`src/logic/tcc_pkg.sv`:
```
// Purpose: constants for the channel two/three capture-compare control block
// Assumes: 16-bit registers on a plain strobe port, byte addresses
// Notes:   index 0 is channel two, index 1 is channel three
// Behaviour
// - Mode field writable only while channel disabled
// - Channel three mode codes select input source
// - Channel two mode codes select input source
// - Clear enable forces reference low on trigger
// - Frozen code holds reference level
// - Match sets, clears or toggles reference
// - Codes 100/101 force reference low/high
// - PWM mode 0 active below compare
// - PWM mode 1 inactive below compare
// - PWM level changes only on defined events
// - Compare control locked at top protection
// - Shadow compare value loads at update event
// - Shadow enable locked at top protection
// - Fast enable treats trigger as match
// - Trigger to output 5 or 3 cycles; only the 3-cycle fast path (PWM modes, fast enable) is built
// - Filter changes after N agreeing samples
// - Filter code selects sample rate and N
// - Prescaler captures every 1/2/4/8 edges
// - Prescaler count cleared while channel disabled
// - Input fields overlay compare fields
// - Enable/polarity register bit layout
// - Enable bit gates output or capture
// - Polarity pair selects active edge
package tcc_pkg;

    // ------------------------------------------------------------
    // Register map
    // ------------------------------------------------------------
    localparam logic [7:0]  ADDR_CTRL      = 8'h1C;
    localparam logic [7:0]  ADDR_ENPOL     = 8'h20;
    localparam logic [7:0]  ADDR_CMP_TWO   = 8'h3C;
    localparam logic [7:0]  ADDR_CMP_THREE = 8'h40;
    localparam logic [7:0]  ADDR_STATUS    = 8'h48;
    localparam logic [15:0] CTRL_RESET     = 16'h0000;
    localparam logic [15:0] ENPOL_RESET    = 16'h0000;
    localparam logic [15:0] ENPOL_RW_MASK  = 16'h3FFF;
    localparam logic [15:0] CMP_RESET      = 16'h0000;

    // ------------------------------------------------------------
    // Control register fields, relative to channel base
    // ------------------------------------------------------------
    localparam int CH_STRIDE   = 8;
    localparam int F_MS_LSB    = 0;
    localparam int F_FAST      = 2;
    localparam int F_SHADOW    = 3;
    localparam int F_CTL_LSB   = 4;
    localparam int F_CLR       = 7;
    localparam int F_PSC_LSB   = 2;
    localparam int F_FLT_LSB   = 4;

    // ------------------------------------------------------------
    // Enable/polarity fields
    // ------------------------------------------------------------
    localparam int EP_BASE     = 8;
    localparam int EP_STRIDE   = 4;
    localparam int EP_EN       = 0;
    localparam int EP_POL      = 1;
    localparam int EP_NPOL     = 3;

    // ------------------------------------------------------------
    // Codes
    // ------------------------------------------------------------
    typedef enum logic [1:0] {
        MS_OUTPUT  = 2'b00,
        MS_OWN     = 2'b01,
        MS_NEIGHB  = 2'b10,
        MS_TRIGGER = 2'b11
    } tcc_mode_t;

    typedef enum logic [2:0] {
        OC_FROZEN  = 3'b000,
        OC_SET     = 3'b001,
        OC_CLEAR   = 3'b010,
        OC_TOGGLE  = 3'b011,
        OC_LOW     = 3'b100,
        OC_HIGH    = 3'b101,
        OC_PWM0    = 3'b110,
        OC_PWM1    = 3'b111
    } tcc_ocmode_t;

    localparam logic [1:0] PROTECTION_LEVEL_TOP = 2'b11;

    // ------------------------------------------------------------
    // Timing
    // ------------------------------------------------------------
    localparam int TRIG_FAST_CYCLES = 3;
    localparam int TRIG_SLOW_CYCLES = 5;

    // Filter length N for each filter code
    function automatic logic [3:0] filt_len(input logic [3:0] code);
        case (code)
            4'h0:    filt_len = 4'h1;
            4'h1:    filt_len = 4'h2;
            4'h2:    filt_len = 4'h4;
            4'hA, 4'hD: filt_len = 4'h5;
            4'h4, 4'h6, 4'h8, 4'hB, 4'hE: filt_len = 4'h6;
            default: filt_len = 4'h8;
        endcase
    endfunction

    // Divider mask of the dead-time tick count for each filter code
    function automatic logic [4:0] filt_div_mask(input logic [3:0] code);
        case (code)
            4'h4, 4'h5: filt_div_mask = 5'h01;
            4'h6, 4'h7: filt_div_mask = 5'h03;
            4'h8, 4'h9: filt_div_mask = 5'h07;
            4'hA, 4'hB, 4'hC: filt_div_mask = 5'h0F;
            4'hD, 4'hE, 4'hF: filt_div_mask = 5'h1F;
            default: filt_div_mask = 5'h00;
        endcase
    endfunction

endpackage

```
`src/logic/tcc_channel_ctrl.sv`:
```
// Purpose: capture/compare control for timer channels two and three
// Assumes: counter, direction, update and trigger events come from the core
// Notes:   read data appears the cycle after the read strobe
`timescale 1ns/1ps
module tcc_channel_ctrl (
    input  wire logic        clock,
    input  wire logic        rstn,
    input  wire logic [7:0]  regAddr,
    input  wire logic [15:0] regWrData,
    input  wire logic        regWrite,
    input  wire logic        regRead,
    output logic      [15:0] regRdData,
    input  wire logic [15:0] counterValue,
    input  wire logic        countingDown,
    input  wire logic        updateEvent,
    input  wire logic        triggerEdge,
    input  wire logic        externalTriggerFiltered,
    input  wire logic        internalTriggerSelected,
    input  wire logic        internalTrigger,
    input  wire logic [1:0]  protectionLevel,
    input  wire logic        deadTimeSampleTick,
    input  wire logic [1:0]  chanPinInput,
    output logic      [1:0]  chanOutputReference,
    output logic      [1:0]  chanPinOutput,
    output logic      [1:0]  chanCapturePulse
);

    // ------------------------------------------------------------
    // Registers and shared state
    // ------------------------------------------------------------
    logic [15:0] ctrl_reg;
    logic [15:0] ctrl_next;
    logic [15:0] enpol_reg;
    logic [15:0] rdData_reg;
    logic [15:0] status;
    logic [15:0] ctrlKeep;
    localparam int TRIG_FAST_CYCLES_W = tcc_pkg::TRIG_FAST_CYCLES - 1;
    logic [4:0]  dtsDiv_reg;
    logic [TRIG_FAST_CYCLES_W-1:0] trigPipe_reg;
    logic [1:0]  filtOut;
    logic [15:0] cmpView [2];

    // ------------------------------------------------------------
    // Control register write with per-field locks
    // ------------------------------------------------------------
    assign ctrl_next = (regWrData & ~ctrlKeep) | (ctrl_reg & ctrlKeep);

    always_ff @(posedge clock) begin
        if (!rstn) begin
            ctrl_reg <= tcc_pkg::CTRL_RESET;
        end else if (regWrite && regAddr == tcc_pkg::ADDR_CTRL) begin
            ctrl_reg <= ctrl_next;
        end
    end

    // Reserved bits 15:14 stay at reset value
    always_ff @(posedge clock) begin
        if (!rstn) begin
            enpol_reg <= tcc_pkg::ENPOL_RESET;
        end else if (regWrite && regAddr == tcc_pkg::ADDR_ENPOL) begin
            enpol_reg <= regWrData & tcc_pkg::ENPOL_RW_MASK;
        end
    end

    // ------------------------------------------------------------
    // Read port
    // ------------------------------------------------------------
    assign status = {12'h000, filtOut, chanOutputReference};

    always_ff @(posedge clock) begin
        if (!rstn || !regRead) begin
            rdData_reg <= 16'h0000;
        end else begin
            case (regAddr)
                tcc_pkg::ADDR_CTRL:      rdData_reg <= ctrl_reg;
                tcc_pkg::ADDR_ENPOL:     rdData_reg <= enpol_reg;
                tcc_pkg::ADDR_CMP_TWO:   rdData_reg <= cmpView[0];
                tcc_pkg::ADDR_CMP_THREE: rdData_reg <= cmpView[1];
                tcc_pkg::ADDR_STATUS:    rdData_reg <= status;
                default:                 rdData_reg <= 16'h0000;
            endcase
        end
    end

    assign regRdData = rdData_reg;

    // ------------------------------------------------------------
    // Dead-time tick divider and trigger pipeline
    // ------------------------------------------------------------
    always_ff @(posedge clock) begin
        if (!rstn) begin
            dtsDiv_reg <= 5'h00;
        end else if (deadTimeSampleTick) begin
            dtsDiv_reg <= dtsDiv_reg + 5'h01;
        end
    end

    // Fast path: edge, two stages, reference flop gives the third cycle
    always_ff @(posedge clock) begin
        if (!rstn) begin
            trigPipe_reg <= '0;
        end else begin
            trigPipe_reg <= {trigPipe_reg[TRIG_FAST_CYCLES_W-2:0], triggerEdge};
        end
    end

    // ------------------------------------------------------------
    // Per-channel logic
    // ------------------------------------------------------------
    for (genvar i = 0; i < 2; i++) begin : g_chan
        localparam int CB = i * tcc_pkg::CH_STRIDE;
        localparam int EB = tcc_pkg::EP_BASE + i * tcc_pkg::EP_STRIDE;
        localparam logic [7:0] CMP_ADDR = (i == 0) ? tcc_pkg::ADDR_CMP_TWO : tcc_pkg::ADDR_CMP_THREE;

        logic [1:0]  modeSel;
        logic [2:0]  cmpCtrl;
        logic [3:0]  filtCode;
        logic [1:0]  pscCode;
        logic        clearEn, shadowEn, fastEn, chanEn, pol, npol, locked;
        logic        sampleStb, srcLevel, activeEdge, isPwm, match, pwmLevel, cmpWrite;
        logic [3:0]  filtCnt_reg;
        logic        filtOut_reg;
        logic        srcPrev_reg;
        logic [2:0]  pscCnt_reg;
        logic [2:0]  pscMask;
        logic        capPulse_reg;
        logic [15:0] cmpActive_reg;
        logic [15:0] cmpShadow_reg;
        logic        ref_reg;
        logic        pinOut_reg;
        logic [2:0]  prevCtrl_reg;
        logic        prevPwm_reg;

        // Input fields overlay the compare fields
        assign modeSel  = ctrl_reg[CB + tcc_pkg::F_MS_LSB +: 2];
        assign cmpCtrl  = ctrl_reg[CB + tcc_pkg::F_CTL_LSB +: 3];
        assign clearEn  = ctrl_reg[CB + tcc_pkg::F_CLR];
        assign shadowEn = ctrl_reg[CB + tcc_pkg::F_SHADOW];
        assign fastEn   = ctrl_reg[CB + tcc_pkg::F_FAST];
        assign filtCode = ctrl_reg[CB + tcc_pkg::F_FLT_LSB +: 4];
        assign pscCode  = ctrl_reg[CB + tcc_pkg::F_PSC_LSB +: 2];
        assign chanEn   = enpol_reg[EB + tcc_pkg::EP_EN];
        assign pol      = enpol_reg[EB + tcc_pkg::EP_POL];
        // Channel three has no complementary polarity bit
        assign npol     = (i == 0) ? enpol_reg[EB + tcc_pkg::EP_NPOL] : 1'b0;

        // Write locks on the control fields
        assign locked = (protectionLevel == tcc_pkg::PROTECTION_LEVEL_TOP) && (modeSel == tcc_pkg::MS_OUTPUT);
        assign ctrlKeep[CB + tcc_pkg::F_MS_LSB +: 2]  = {2{chanEn}};
        assign ctrlKeep[CB + tcc_pkg::F_FAST]         = 1'b0;
        assign ctrlKeep[CB + tcc_pkg::F_SHADOW]       = locked;
        assign ctrlKeep[CB + tcc_pkg::F_CTL_LSB +: 3] = {3{locked}};
        assign ctrlKeep[CB + tcc_pkg::F_CLR]          = 1'b0;

        // ---------------- Input filter ----------------
        always_comb begin
            if (filtCode == 4'h0) begin
                sampleStb = deadTimeSampleTick;
            end else if (filtCode <= 4'h3) begin
                sampleStb = 1'b1;
            end else begin
                sampleStb = deadTimeSampleTick &&
                    ((dtsDiv_reg & tcc_pkg::filt_div_mask(filtCode)) == tcc_pkg::filt_div_mask(filtCode));
            end
        end

        // A disagreeing sample restarts the run
        always_ff @(posedge clock) begin
            if (!rstn) begin
                filtCnt_reg <= 4'h0;
                filtOut_reg <= 1'b0;
            end else if (sampleStb) begin
                if (chanPinInput[i] == filtOut_reg) begin
                    filtCnt_reg <= 4'h0;
                end else if (filtCnt_reg + 4'h1 >= tcc_pkg::filt_len(filtCode)) begin
                    filtCnt_reg <= 4'h0;
                    filtOut_reg <= chanPinInput[i];
                end else begin
                    filtCnt_reg <= filtCnt_reg + 4'h1;
                end
            end
        end

        assign filtOut[i] = filtOut_reg;

        // ---------------- Source and edge ----------------
        always_comb begin
            case (modeSel)
                tcc_pkg::MS_OWN:     srcLevel = filtOut[i];
                tcc_pkg::MS_NEIGHB:  srcLevel = filtOut[1 - i];
                tcc_pkg::MS_TRIGGER: srcLevel = internalTriggerSelected && internalTrigger;
                default:             srcLevel = 1'b0;
            endcase
        end

        always_ff @(posedge clock) begin
            if (!rstn) begin
                srcPrev_reg <= 1'b0;
            end else begin
                srcPrev_reg <= srcLevel;
            end
        end

        // Reserved pair {1,0} yields no edge
        always_comb begin
            case ({npol, pol})
                2'b00:   activeEdge = srcLevel && !srcPrev_reg;
                2'b01:   activeEdge = !srcLevel && srcPrev_reg;
                2'b11:   activeEdge = srcLevel != srcPrev_reg;
                default: activeEdge = 1'b0;
            endcase
        end

        // ---------------- Capture prescaler ----------------
        assign pscMask = (3'h1 << pscCode) - 3'h1;

        always_ff @(posedge clock) begin
            if (!rstn) begin
                pscCnt_reg   <= 3'h0;
                capPulse_reg <= 1'b0;
            end else if (!chanEn) begin
                pscCnt_reg   <= 3'h0;
                capPulse_reg <= 1'b0;
            end else if (modeSel != tcc_pkg::MS_OUTPUT && activeEdge) begin
                capPulse_reg <= (pscCnt_reg & pscMask) == pscMask;
                pscCnt_reg   <= ((pscCnt_reg & pscMask) == pscMask) ? 3'h0 : pscCnt_reg + 3'h1;
            end else begin
                capPulse_reg <= 1'b0;
            end
        end

        assign chanCapturePulse[i] = capPulse_reg;

        // ---------------- Compare value ----------------
        assign cmpWrite = regWrite && regAddr == CMP_ADDR && modeSel == tcc_pkg::MS_OUTPUT;

        always_ff @(posedge clock) begin
            if (!rstn) begin
                cmpShadow_reg <= tcc_pkg::CMP_RESET;
            end else if (cmpWrite) begin
                cmpShadow_reg <= regWrData;
            end
        end

        // Capture shares the active register, read-only in input mode
        always_ff @(posedge clock) begin
            if (!rstn) begin
                cmpActive_reg <= tcc_pkg::CMP_RESET;
            end else if (modeSel != tcc_pkg::MS_OUTPUT) begin
                if (chanEn && activeEdge && (pscCnt_reg & pscMask) == pscMask) begin
                    cmpActive_reg <= counterValue;
                end
            end else if (cmpWrite && !shadowEn) begin
                cmpActive_reg <= regWrData;
            end else if (shadowEn && updateEvent) begin
                cmpActive_reg <= cmpShadow_reg;
            end
        end

        assign cmpView[i] = cmpActive_reg;

        // ---------------- Output reference ----------------
        assign match = counterValue == cmpActive_reg;
        assign isPwm = cmpCtrl == tcc_pkg::OC_PWM0 || cmpCtrl == tcc_pkg::OC_PWM1;

        always_comb begin
            pwmLevel = countingDown ? !(counterValue > cmpActive_reg) : counterValue < cmpActive_reg;
            if (cmpCtrl == tcc_pkg::OC_PWM1) begin
                pwmLevel = !pwmLevel;
            end
        end

        always_ff @(posedge clock) begin
            if (!rstn) begin
                prevCtrl_reg <= tcc_pkg::OC_FROZEN;
                prevPwm_reg  <= 1'b0;
            end else begin
                prevCtrl_reg <= cmpCtrl;
                prevPwm_reg  <= pwmLevel;
            end
        end

        always_ff @(posedge clock) begin
            if (!rstn) begin
                ref_reg <= 1'b0;
            end else if (clearEn && externalTriggerFiltered) begin
                ref_reg <= 1'b0;
            end else if (isPwm && fastEn && trigPipe_reg[TRIG_FAST_CYCLES_W-1]) begin
                // Level a match would give while counting up
                ref_reg <= cmpCtrl == tcc_pkg::OC_PWM1;
            end else begin
                case (cmpCtrl)
                    tcc_pkg::OC_FROZEN: ref_reg <= ref_reg;
                    tcc_pkg::OC_SET:    if (match) ref_reg <= 1'b1;
                    tcc_pkg::OC_CLEAR:  if (match) ref_reg <= 1'b0;
                    tcc_pkg::OC_TOGGLE: if (match) ref_reg <= !ref_reg;
                    tcc_pkg::OC_LOW:    ref_reg <= 1'b0;
                    tcc_pkg::OC_HIGH:   ref_reg <= 1'b1;
                    tcc_pkg::OC_PWM0,
                    tcc_pkg::OC_PWM1: begin
                        if (prevCtrl_reg == tcc_pkg::OC_FROZEN || pwmLevel != prevPwm_reg) begin
                            ref_reg <= pwmLevel;
                        end
                    end
                    default:            ref_reg <= ref_reg;
                endcase
            end
        end

        assign chanOutputReference[i] = ref_reg;

        // Pin output: polarity applied, driven only when enabled as output
        always_ff @(posedge clock) begin
            if (!rstn) begin
                pinOut_reg <= 1'b0;
            end else begin
                pinOut_reg <= chanEn && modeSel == tcc_pkg::MS_OUTPUT && (ref_reg ^ pol);
            end
        end

        assign chanPinOutput[i] = pinOut_reg;
    end

endmodule // tcc_channel_ctrl

```
`config.mk`:
```
export PLATFORM = sky130hd
export DESIGN_NAME = tcc_channel_ctrl
export DESIGN_NICKNAME = d
export VERILOG_FILES = /design/src/logic/tcc_pkg.sv /design/src/logic/tcc_channel_ctrl.sv
export SDC_FILE = /design/constraint.sdc
export NUM_CORES = 1
export LEC_CHECK = 0
export BUFFER_PORTS_ARGS = -buffer_cell sky130_fd_sc_hd__buf_2
export CAP_MARGIN = 20
export CORE_ASPECT_RATIO = 0.75
export CORE_MARGIN = 10
export CORE_UTILIZATION = 60
export CTS_BUF_LIST = sky130_fd_sc_hd__clkbuf_4 sky130_fd_sc_hd__clkbuf_8 sky130_fd_sc_hd__clkbuf_16
export DETAILED_ROUTE_END_ITERATION = 8
export GPL_ROUTABILITY_DRIVEN = 0
export PLACE_DENSITY = 0.87
export SLEW_MARGIN = 20
export SYNTH_ARGS = -nofsm -noshare
export SYNTH_HDL_FRONTEND = slang
export SYNTH_SLANG_ARGS = --single-unit
```
`constraint.sdc`:
```
create_clock -name clock -period 3.39 [get_ports clock]
set_input_delay 0.5085 -clock clock [delete_from_list [all_inputs] [get_ports clock]]
set_output_delay 0.5085 -clock clock [all_outputs]
set_load 0.005 [all_outputs]
```
Yosys cells after proc, flatten, opt, wreduce, memory -nomap -nowiden
Memory sizes are Yosys's and may differ from the RTL's. A register that Yosys moved wholly into a read port is not among the register bits.
Cells that the tools add are included.
{ "totals": {"register_bits": 149, "latchBits": 0, "ramBits": 0, "romBits": 448, "input_bits": 55, "out_inout_bits": 22, "elab_cells": 261, "memories": 6} }
{ "mem_list": {"columns": ["name", "words", "width", "rd", "rd_ports_with_merged_regs", "write_ports", "line", "text"], "rows": [
  ["(name not given)", 16, 5, 1, 1, 0, "tcc_pkg.sv:107", "case (code)"],
  ["(name not given)", 16, 5, 1, 1, 0, "tcc_pkg.sv:107", null],
  ["(name not given)", 16, 5, 1, 1, 0, "tcc_pkg.sv:107", null],
  ["(name not given)", 16, 5, 1, 1, 0, "tcc_pkg.sv:107", null],
  ["(name not given)", 16, 4, 1, 1, 0, "tcc_pkg.sv:95", "case (code)"],
  ["(name not given)", 16, 4, 1, 1, 0, "tcc_pkg.sv:95", null]
]} }
{ "classes": {"addsub": 7, "n_mul": 0, "div": 0, "n_lt_le_gt_ge": 8, "n_eq_ne": 51, "shift": 2, "muxes": 65, "n_bitwise": 13, "n_reduce_logical": 82} }
{ "op_table": {"columns": ["operator", "count"], "rows": [
  ["16-bit 2-to-1 mux", 8],
  ["4-bit 2-to-1 mux", 22],
  ["16-bit case mux with 5 select lines", 1],
  ["5-bit 2-to-1 mux", 8],
  ["1-bit logical AND", 35],
  ["16-bit == test", 2],
  ["16-bit > comparator", 2],
  ["16-bit less-than comparator", 2],
  ["3-bit == test, second input constant", 8],
  ["3-bit inequality test, second input constant", 8],
  ["1-bit 2-to-1 mux", 18],
  ["16-bit by 15-bit bitwise AND with 16-bit output", 1],
  ["16-bit bitwise AND", 1],
  ["8-bit by 6-bit == test with 1-bit output, second input constant", 2],
  ["8-bit by 7-bit == test with 1-bit output, second input constant", 2],
  ["15-bit inverter with 16-bit output", 1],
  ["16-bit bitwise OR", 1],
  ["1-bit logical NOT", 14],
  ["2-bit == test, second input constant", 6],
  ["3-bit by 2-bit == test with 1-bit output, second input constant", 4],
  ["3-bit logical NOT", 4],
  ["1-bit case mux with 6 select lines", 2],
  ["3-bit AND reduction", 4],
  ["5-bit bitwise AND", 2],
  ["30 further kinds", 70]
]} }

Longest topological paths before layout
{ "logic_depth": {"ltp_word": 13, "ltp_mapped": 14, "mapped_depth_nobuf": 13} }

Worst setup path after synthesis
No wires, ideal clock.
{ "synth_timing": {"kind": "input -> register", "start": "in regAddr[7]", "end": "reg (tool-made name)", "setup_ns": 0.134, "t_arrival_ns": 2.444, "t_required_ns": 3.256, "slack_ns": 0.812, "stages": 8, "n_path_buf": 0, "path_cell_list": "nor3b_1 nand4b_1 a31oi_2 mux2i_1 nand2b_1 inv_1 ha_1 mux4_2"} }
{ "synth_lines": {"columns": ["element", "line", "text"], "rows": [
  ["start: declaration", "tcc_channel_ctrl.sv:8", "input wire logic [7:0] regAddr,"]
]} }

Final worst setup path
{ "layout_timing": {"start": "reg g_chan[0].filtOut_reg", "end": "reg g_chan[0].cmpActive_reg[12]"} }
{ "layout_between": {"elab_chain_len": 8, "word_cells_on_any_way": 10, "classes_between": "eq/ne (2); mux (2); reduce/logical (6)"} }
{ "layout_lines": {"columns": ["element", "line", "text"], "rows": [
  ["start: declaration", "tcc_channel_ctrl.sv:122", "logic filtOut_reg;"],
  ["start signal: assignment", "tcc_channel_ctrl.sv:177", "filtOut_reg <= chanPinInput[i];"],
  ["1-bit case mux with 3 select lines *", "tcc_channel_ctrl.sv:188", "case (modeSel)"],
  ["named net g_chan[0].srcLevel", "tcc_channel_ctrl.sv:120", "logic sampleStb, srcLevel, activeEdge, isPwm, match, pwmLevel, cmpWrite;"],
  ["1-bit logical NOT", "tcc_channel_ctrl.sv:208", "2'b01: activeEdge = !srcLevel && srcPrev_reg;"],
  ["1-bit logical AND", "tcc_channel_ctrl.sv:208", null],
  ["1-bit case mux with 3 select lines *", "tcc_channel_ctrl.sv:206", "case ({npol, pol})"],
  ["1-bit logical AND * (2 in series)", "tcc_channel_ctrl.sv:250", "if (chanEn && activeEdge && (pscCnt_reg & pscMask) == pscMask) begin"],
  ["2-bit by 1-bit inequality test with 1-bit output (no line) *", null, null],
  ["2-bit AND reduction (no line) *", null, null],
  ["end signal: assignment", "tcc_channel_ctrl.sv:248", "cmpActive_reg <= tcc_pkg::CMP_RESET;"],
  ["end signal: assignment", "tcc_channel_ctrl.sv:251", "cmpActive_reg <= counterValue;"],
  ["end signal: assignment", "tcc_channel_ctrl.sv:254", "cmpActive_reg <= regWrData;"],
  ["end: declaration", "tcc_channel_ctrl.sv:127", "logic [15:0] cmpActive_reg;"]
]} }
The timed path passes the listed nets; every way through them passes the cells marked *.
A chain may end at the register's enable or synchronous reset.

==> flow_metrics.tcl <==
set metrics [dict create \
    hpwlAfterDp_um 18300 \
    grt_pass1_vias 7516 \
    hold_path.startpoint "triggerEdge" \
    max_cap_violations 0 \
    synth.ff_latch_count 167 \
    synth_area_leaders "dfxtp_1, mux2i_1, ha_1, nand2_1, a21boi_0" \
    port_buffers 76 \
    slew_headroom_pct 28.9 \
    pwr_density_cell_nw_per_um2 411 \
    finClkSkew_ns 0.00906 \
    reg2reg_slack_ns 0.59 \
    core_um2 14600 \
    wire_per_inst_um 19.7 \
    critical_path_class "flip-flop to flip-flop" \
    grt_remaining_overflow 0 \
    yosysMostFrequentCell "dfxtp_1" \
    pin_count 77 \
    final.setup.tns_ns 0 \
    wl_um 25500 \
    yosys_warnings 0 \
    cp_data_required_time_ns 3.75 \
    grt_pass1_wl_um 40200 \
    synth-edff-count 0 \
    cts_hold_buffers 0 \
    async_flop_share_pct 0 \
    dieArea_um2 20400 \
    post_cts_resized 0 \
    ys_types 66 \
    cts_tree "done" \
    ys.flop_type "dfxtp_1" \
    synthCells 1025 \
    hp-class "input pin to flip-flop" \
    clkLatencyLatePin_ns 0.44 \
    numCtsBuffers 17 \
    crit_chain "inv_1, o21ai_0, nand2_1, o21ai_0, inv_1, ha_1, mux2i_1, a22oi_1, nor2_1, buf_4, a31oi_2, buf_4, a211o_1, a21boi_1" \
    hold_slack_ns 0.268 \
    period_share_pct 82.7 \
    syn_nets 1137 \
    yosysSeqAreaShare_pct 37.1 \
    ir_drop_mv 0.365 \
    place_ws_ns 0.252 \
    clockBufferDepth 2 \
    first_iter_violations 899 \
    grt_use_total_pct 24.6 \
    clkSinkCount 167 \
    cp_max_fo 32 \
    p_sw_share_pct 24.2 \
    period_needed_ns 2.80 \
    max_stage_delay_ns 0.52 \
    p_int_mw 3.15 \
    die_w_um 162 \
    die_h_um 126 \
    synth.avg_cell_area_um2 8.80 \
    dr.pass1.iters 6 \
    drc_errors 0 \
    power_frac_seq_pct 47.5 \
    status "finished, final reports clean" \
    drive_gt1_share_pct 15.3 \
    combPwrFrac_pct 5.2 \
    grt_max_degree 39 \
    cts_root_buffer "clkbuf_16" \
    worstMarginPinSlew_ns 1.07 \
    std_cell_rows 38 \
    r2r_cells 14 \
    min_path_cells 2 \
    h-tree-depth 4 \
    clkPwrFrac_pct 47.3 \
    rr_startpoint "g_chan[0].filtOut_reg" \
    fin_util_pct 69.5 \
    finalSetupViolCount 0 \
    antenna_found_initial 1 \
    clkTransAtPathRegs_ns 0.07 \
    max_freq_mhz 357 \
    reg2reg_to "g_chan[0].cmpActive_reg[12]" \
    switchingPower_mw 1.01 \
    routed_via_density 6.04 \
    postRouteAntennaNets 0 \
    num_vias 7818 \
    netlist_area_um2 9020 \
    report.final.hold_viol_count 0 \
    placedInstanceArea_um2 9550 \
    worstPathArrival_ns 3.17 \
    synth_top_cell_area_share_pct 37.1 \
    start_util_pct 61.8 \
    leakage_nw 3.96 \
    finalMaxSlewViolations 0 \
    cts_setup_buffers 0 \
    crit_path_top_delay_cell "dfxtp_1" \
    timing.final.ws_setup_ns 0.585 \
    area_delta_synth_final_pct 12.4 \
    final_area_um2 10100 \
    final_nets 1194 \
    min_to "trigPipe_reg[0]" \
    diodes 0 \
    synth_top_cell_by_area "dfxtp_1" \
    grt_setup_unrepaired "no" \
    worstSetupStartpointType "flip-flop" \
    synthTopCellsByCount "dfxtp_1, nand2_1, mux2i_1, inv_1, nor2_1" \
    cp-end-kind "flip-flop" \
]
## layout make-up
| cell class | count | area, um^2 |
|---|---|---|
| Inverter | 73 | 274 |
| Sequential cell | 167 | 3340 |
| Multi-Input combinational cell | 724 | 5130 |
| Tap cell | 200 | 250 |
| Clock inverter | 15 | 166 |
| Timing Repair Buffer | 99 | 553 |
| Clock buffer | 17 | 425 |
| Fill cell | 1113 | 4450 |
## routing by layer
layer / GRT usage, % / part of all wire [%]
met2: 37.3 / 44
met4: 9.88 / 3.2
met5: 0 / 0.075
met3: 8.17 / 11
met1: 31.6 / 42
## through the flow
stage / cells / total power, mW
2_1_floorplan: 1025 / 2.12
3_3_place_gp: 1263 / 2.23
3_5_place_dp: 1263 / 2.23
4_1_cts: 1295 / 4.17
5_1_grt: 1295 / 4.27
6_report: 1295 / 4.16
## worst max-delay path, delay by kind of cell, from the launching register on
family,cells,cell delay [ns]
flip-flops,1,0.52
buffers and inverters,4,0.58
adder cells (fa/ha/maj),1,0.31
AND/OR/NAND/NOR,2,0.16
multiplexers,1,0.14
AO/OA/AOI/OAI,6,0.98
## power by group through the flow
stage                     Clock, mW  Sequential, mW  Combinational, mW
after floorplan                   0            2.02              0.104
after global placement            0            2.02              0.203
after detailed placement          0            2.02              0.208
after CTS                      1.98            1.98              0.211
after global routing           2.06            1.98              0.232
final                          1.97            1.98              0.217
## cell families after synthesis
| kind of cell | synth area share [%] |
|---|---|
| adder cells (fa/ha/maj) | 7.90 |
| AND/OR/NAND/NOR | 17.7 |
| buffers and inverters | 6.35 |
| AO/OA/AOI/OAI | 19.2 |
| multiplexers | 10.4 |
| flip-flops | 37.1 |
| XOR/XNOR | 1.36 |
## placed cells by master (no fill, tap or decap), drive strengths merged, types with 3 or more instances in the layout
cell	n
ha	57
a211o	32
o21ai	28
xnor2	9
nand4	10
buf	99
clkinv	6
mux2	5
and2	23
a222oi	4
a22oi	17
nor3	9
a221oi	3
nand3	18
a21o	9
a21boi	73
dfxtp	167
a211oi	4
xor2	5
inv	78
clkbuf	17
o22ai	5
and3	6
nand3b	4
a31oi	4
nor2b	25
mux2i	86
nor2	66
nand2	132
nand2b	18
a21oi	41
## worst max path at each step
stage | startpoint | end | slack [ns] | depth (start not counted)
final | g_chan[0].filtOut_reg | g_chan[0].cmpActive_reg[12] | 0.59 | 14
after global routing | g_chan[0].filtOut_reg | g_chan[0].cmpActive_reg[4] | 0.38 | 14
after CTS | g_chan[0].filtOut_reg | g_chan[0].cmpActive_reg[12] | 0.69 | 14
after detailed placement | regAddr[7] | flip-flop | 0.25 | 9
after global placement | regAddr[7] | flip-flop | 0.40 | 9
after floorplan | regAddr[7] | flip-flop | 0.81 | 8
(Power assumes the default switching activity.)
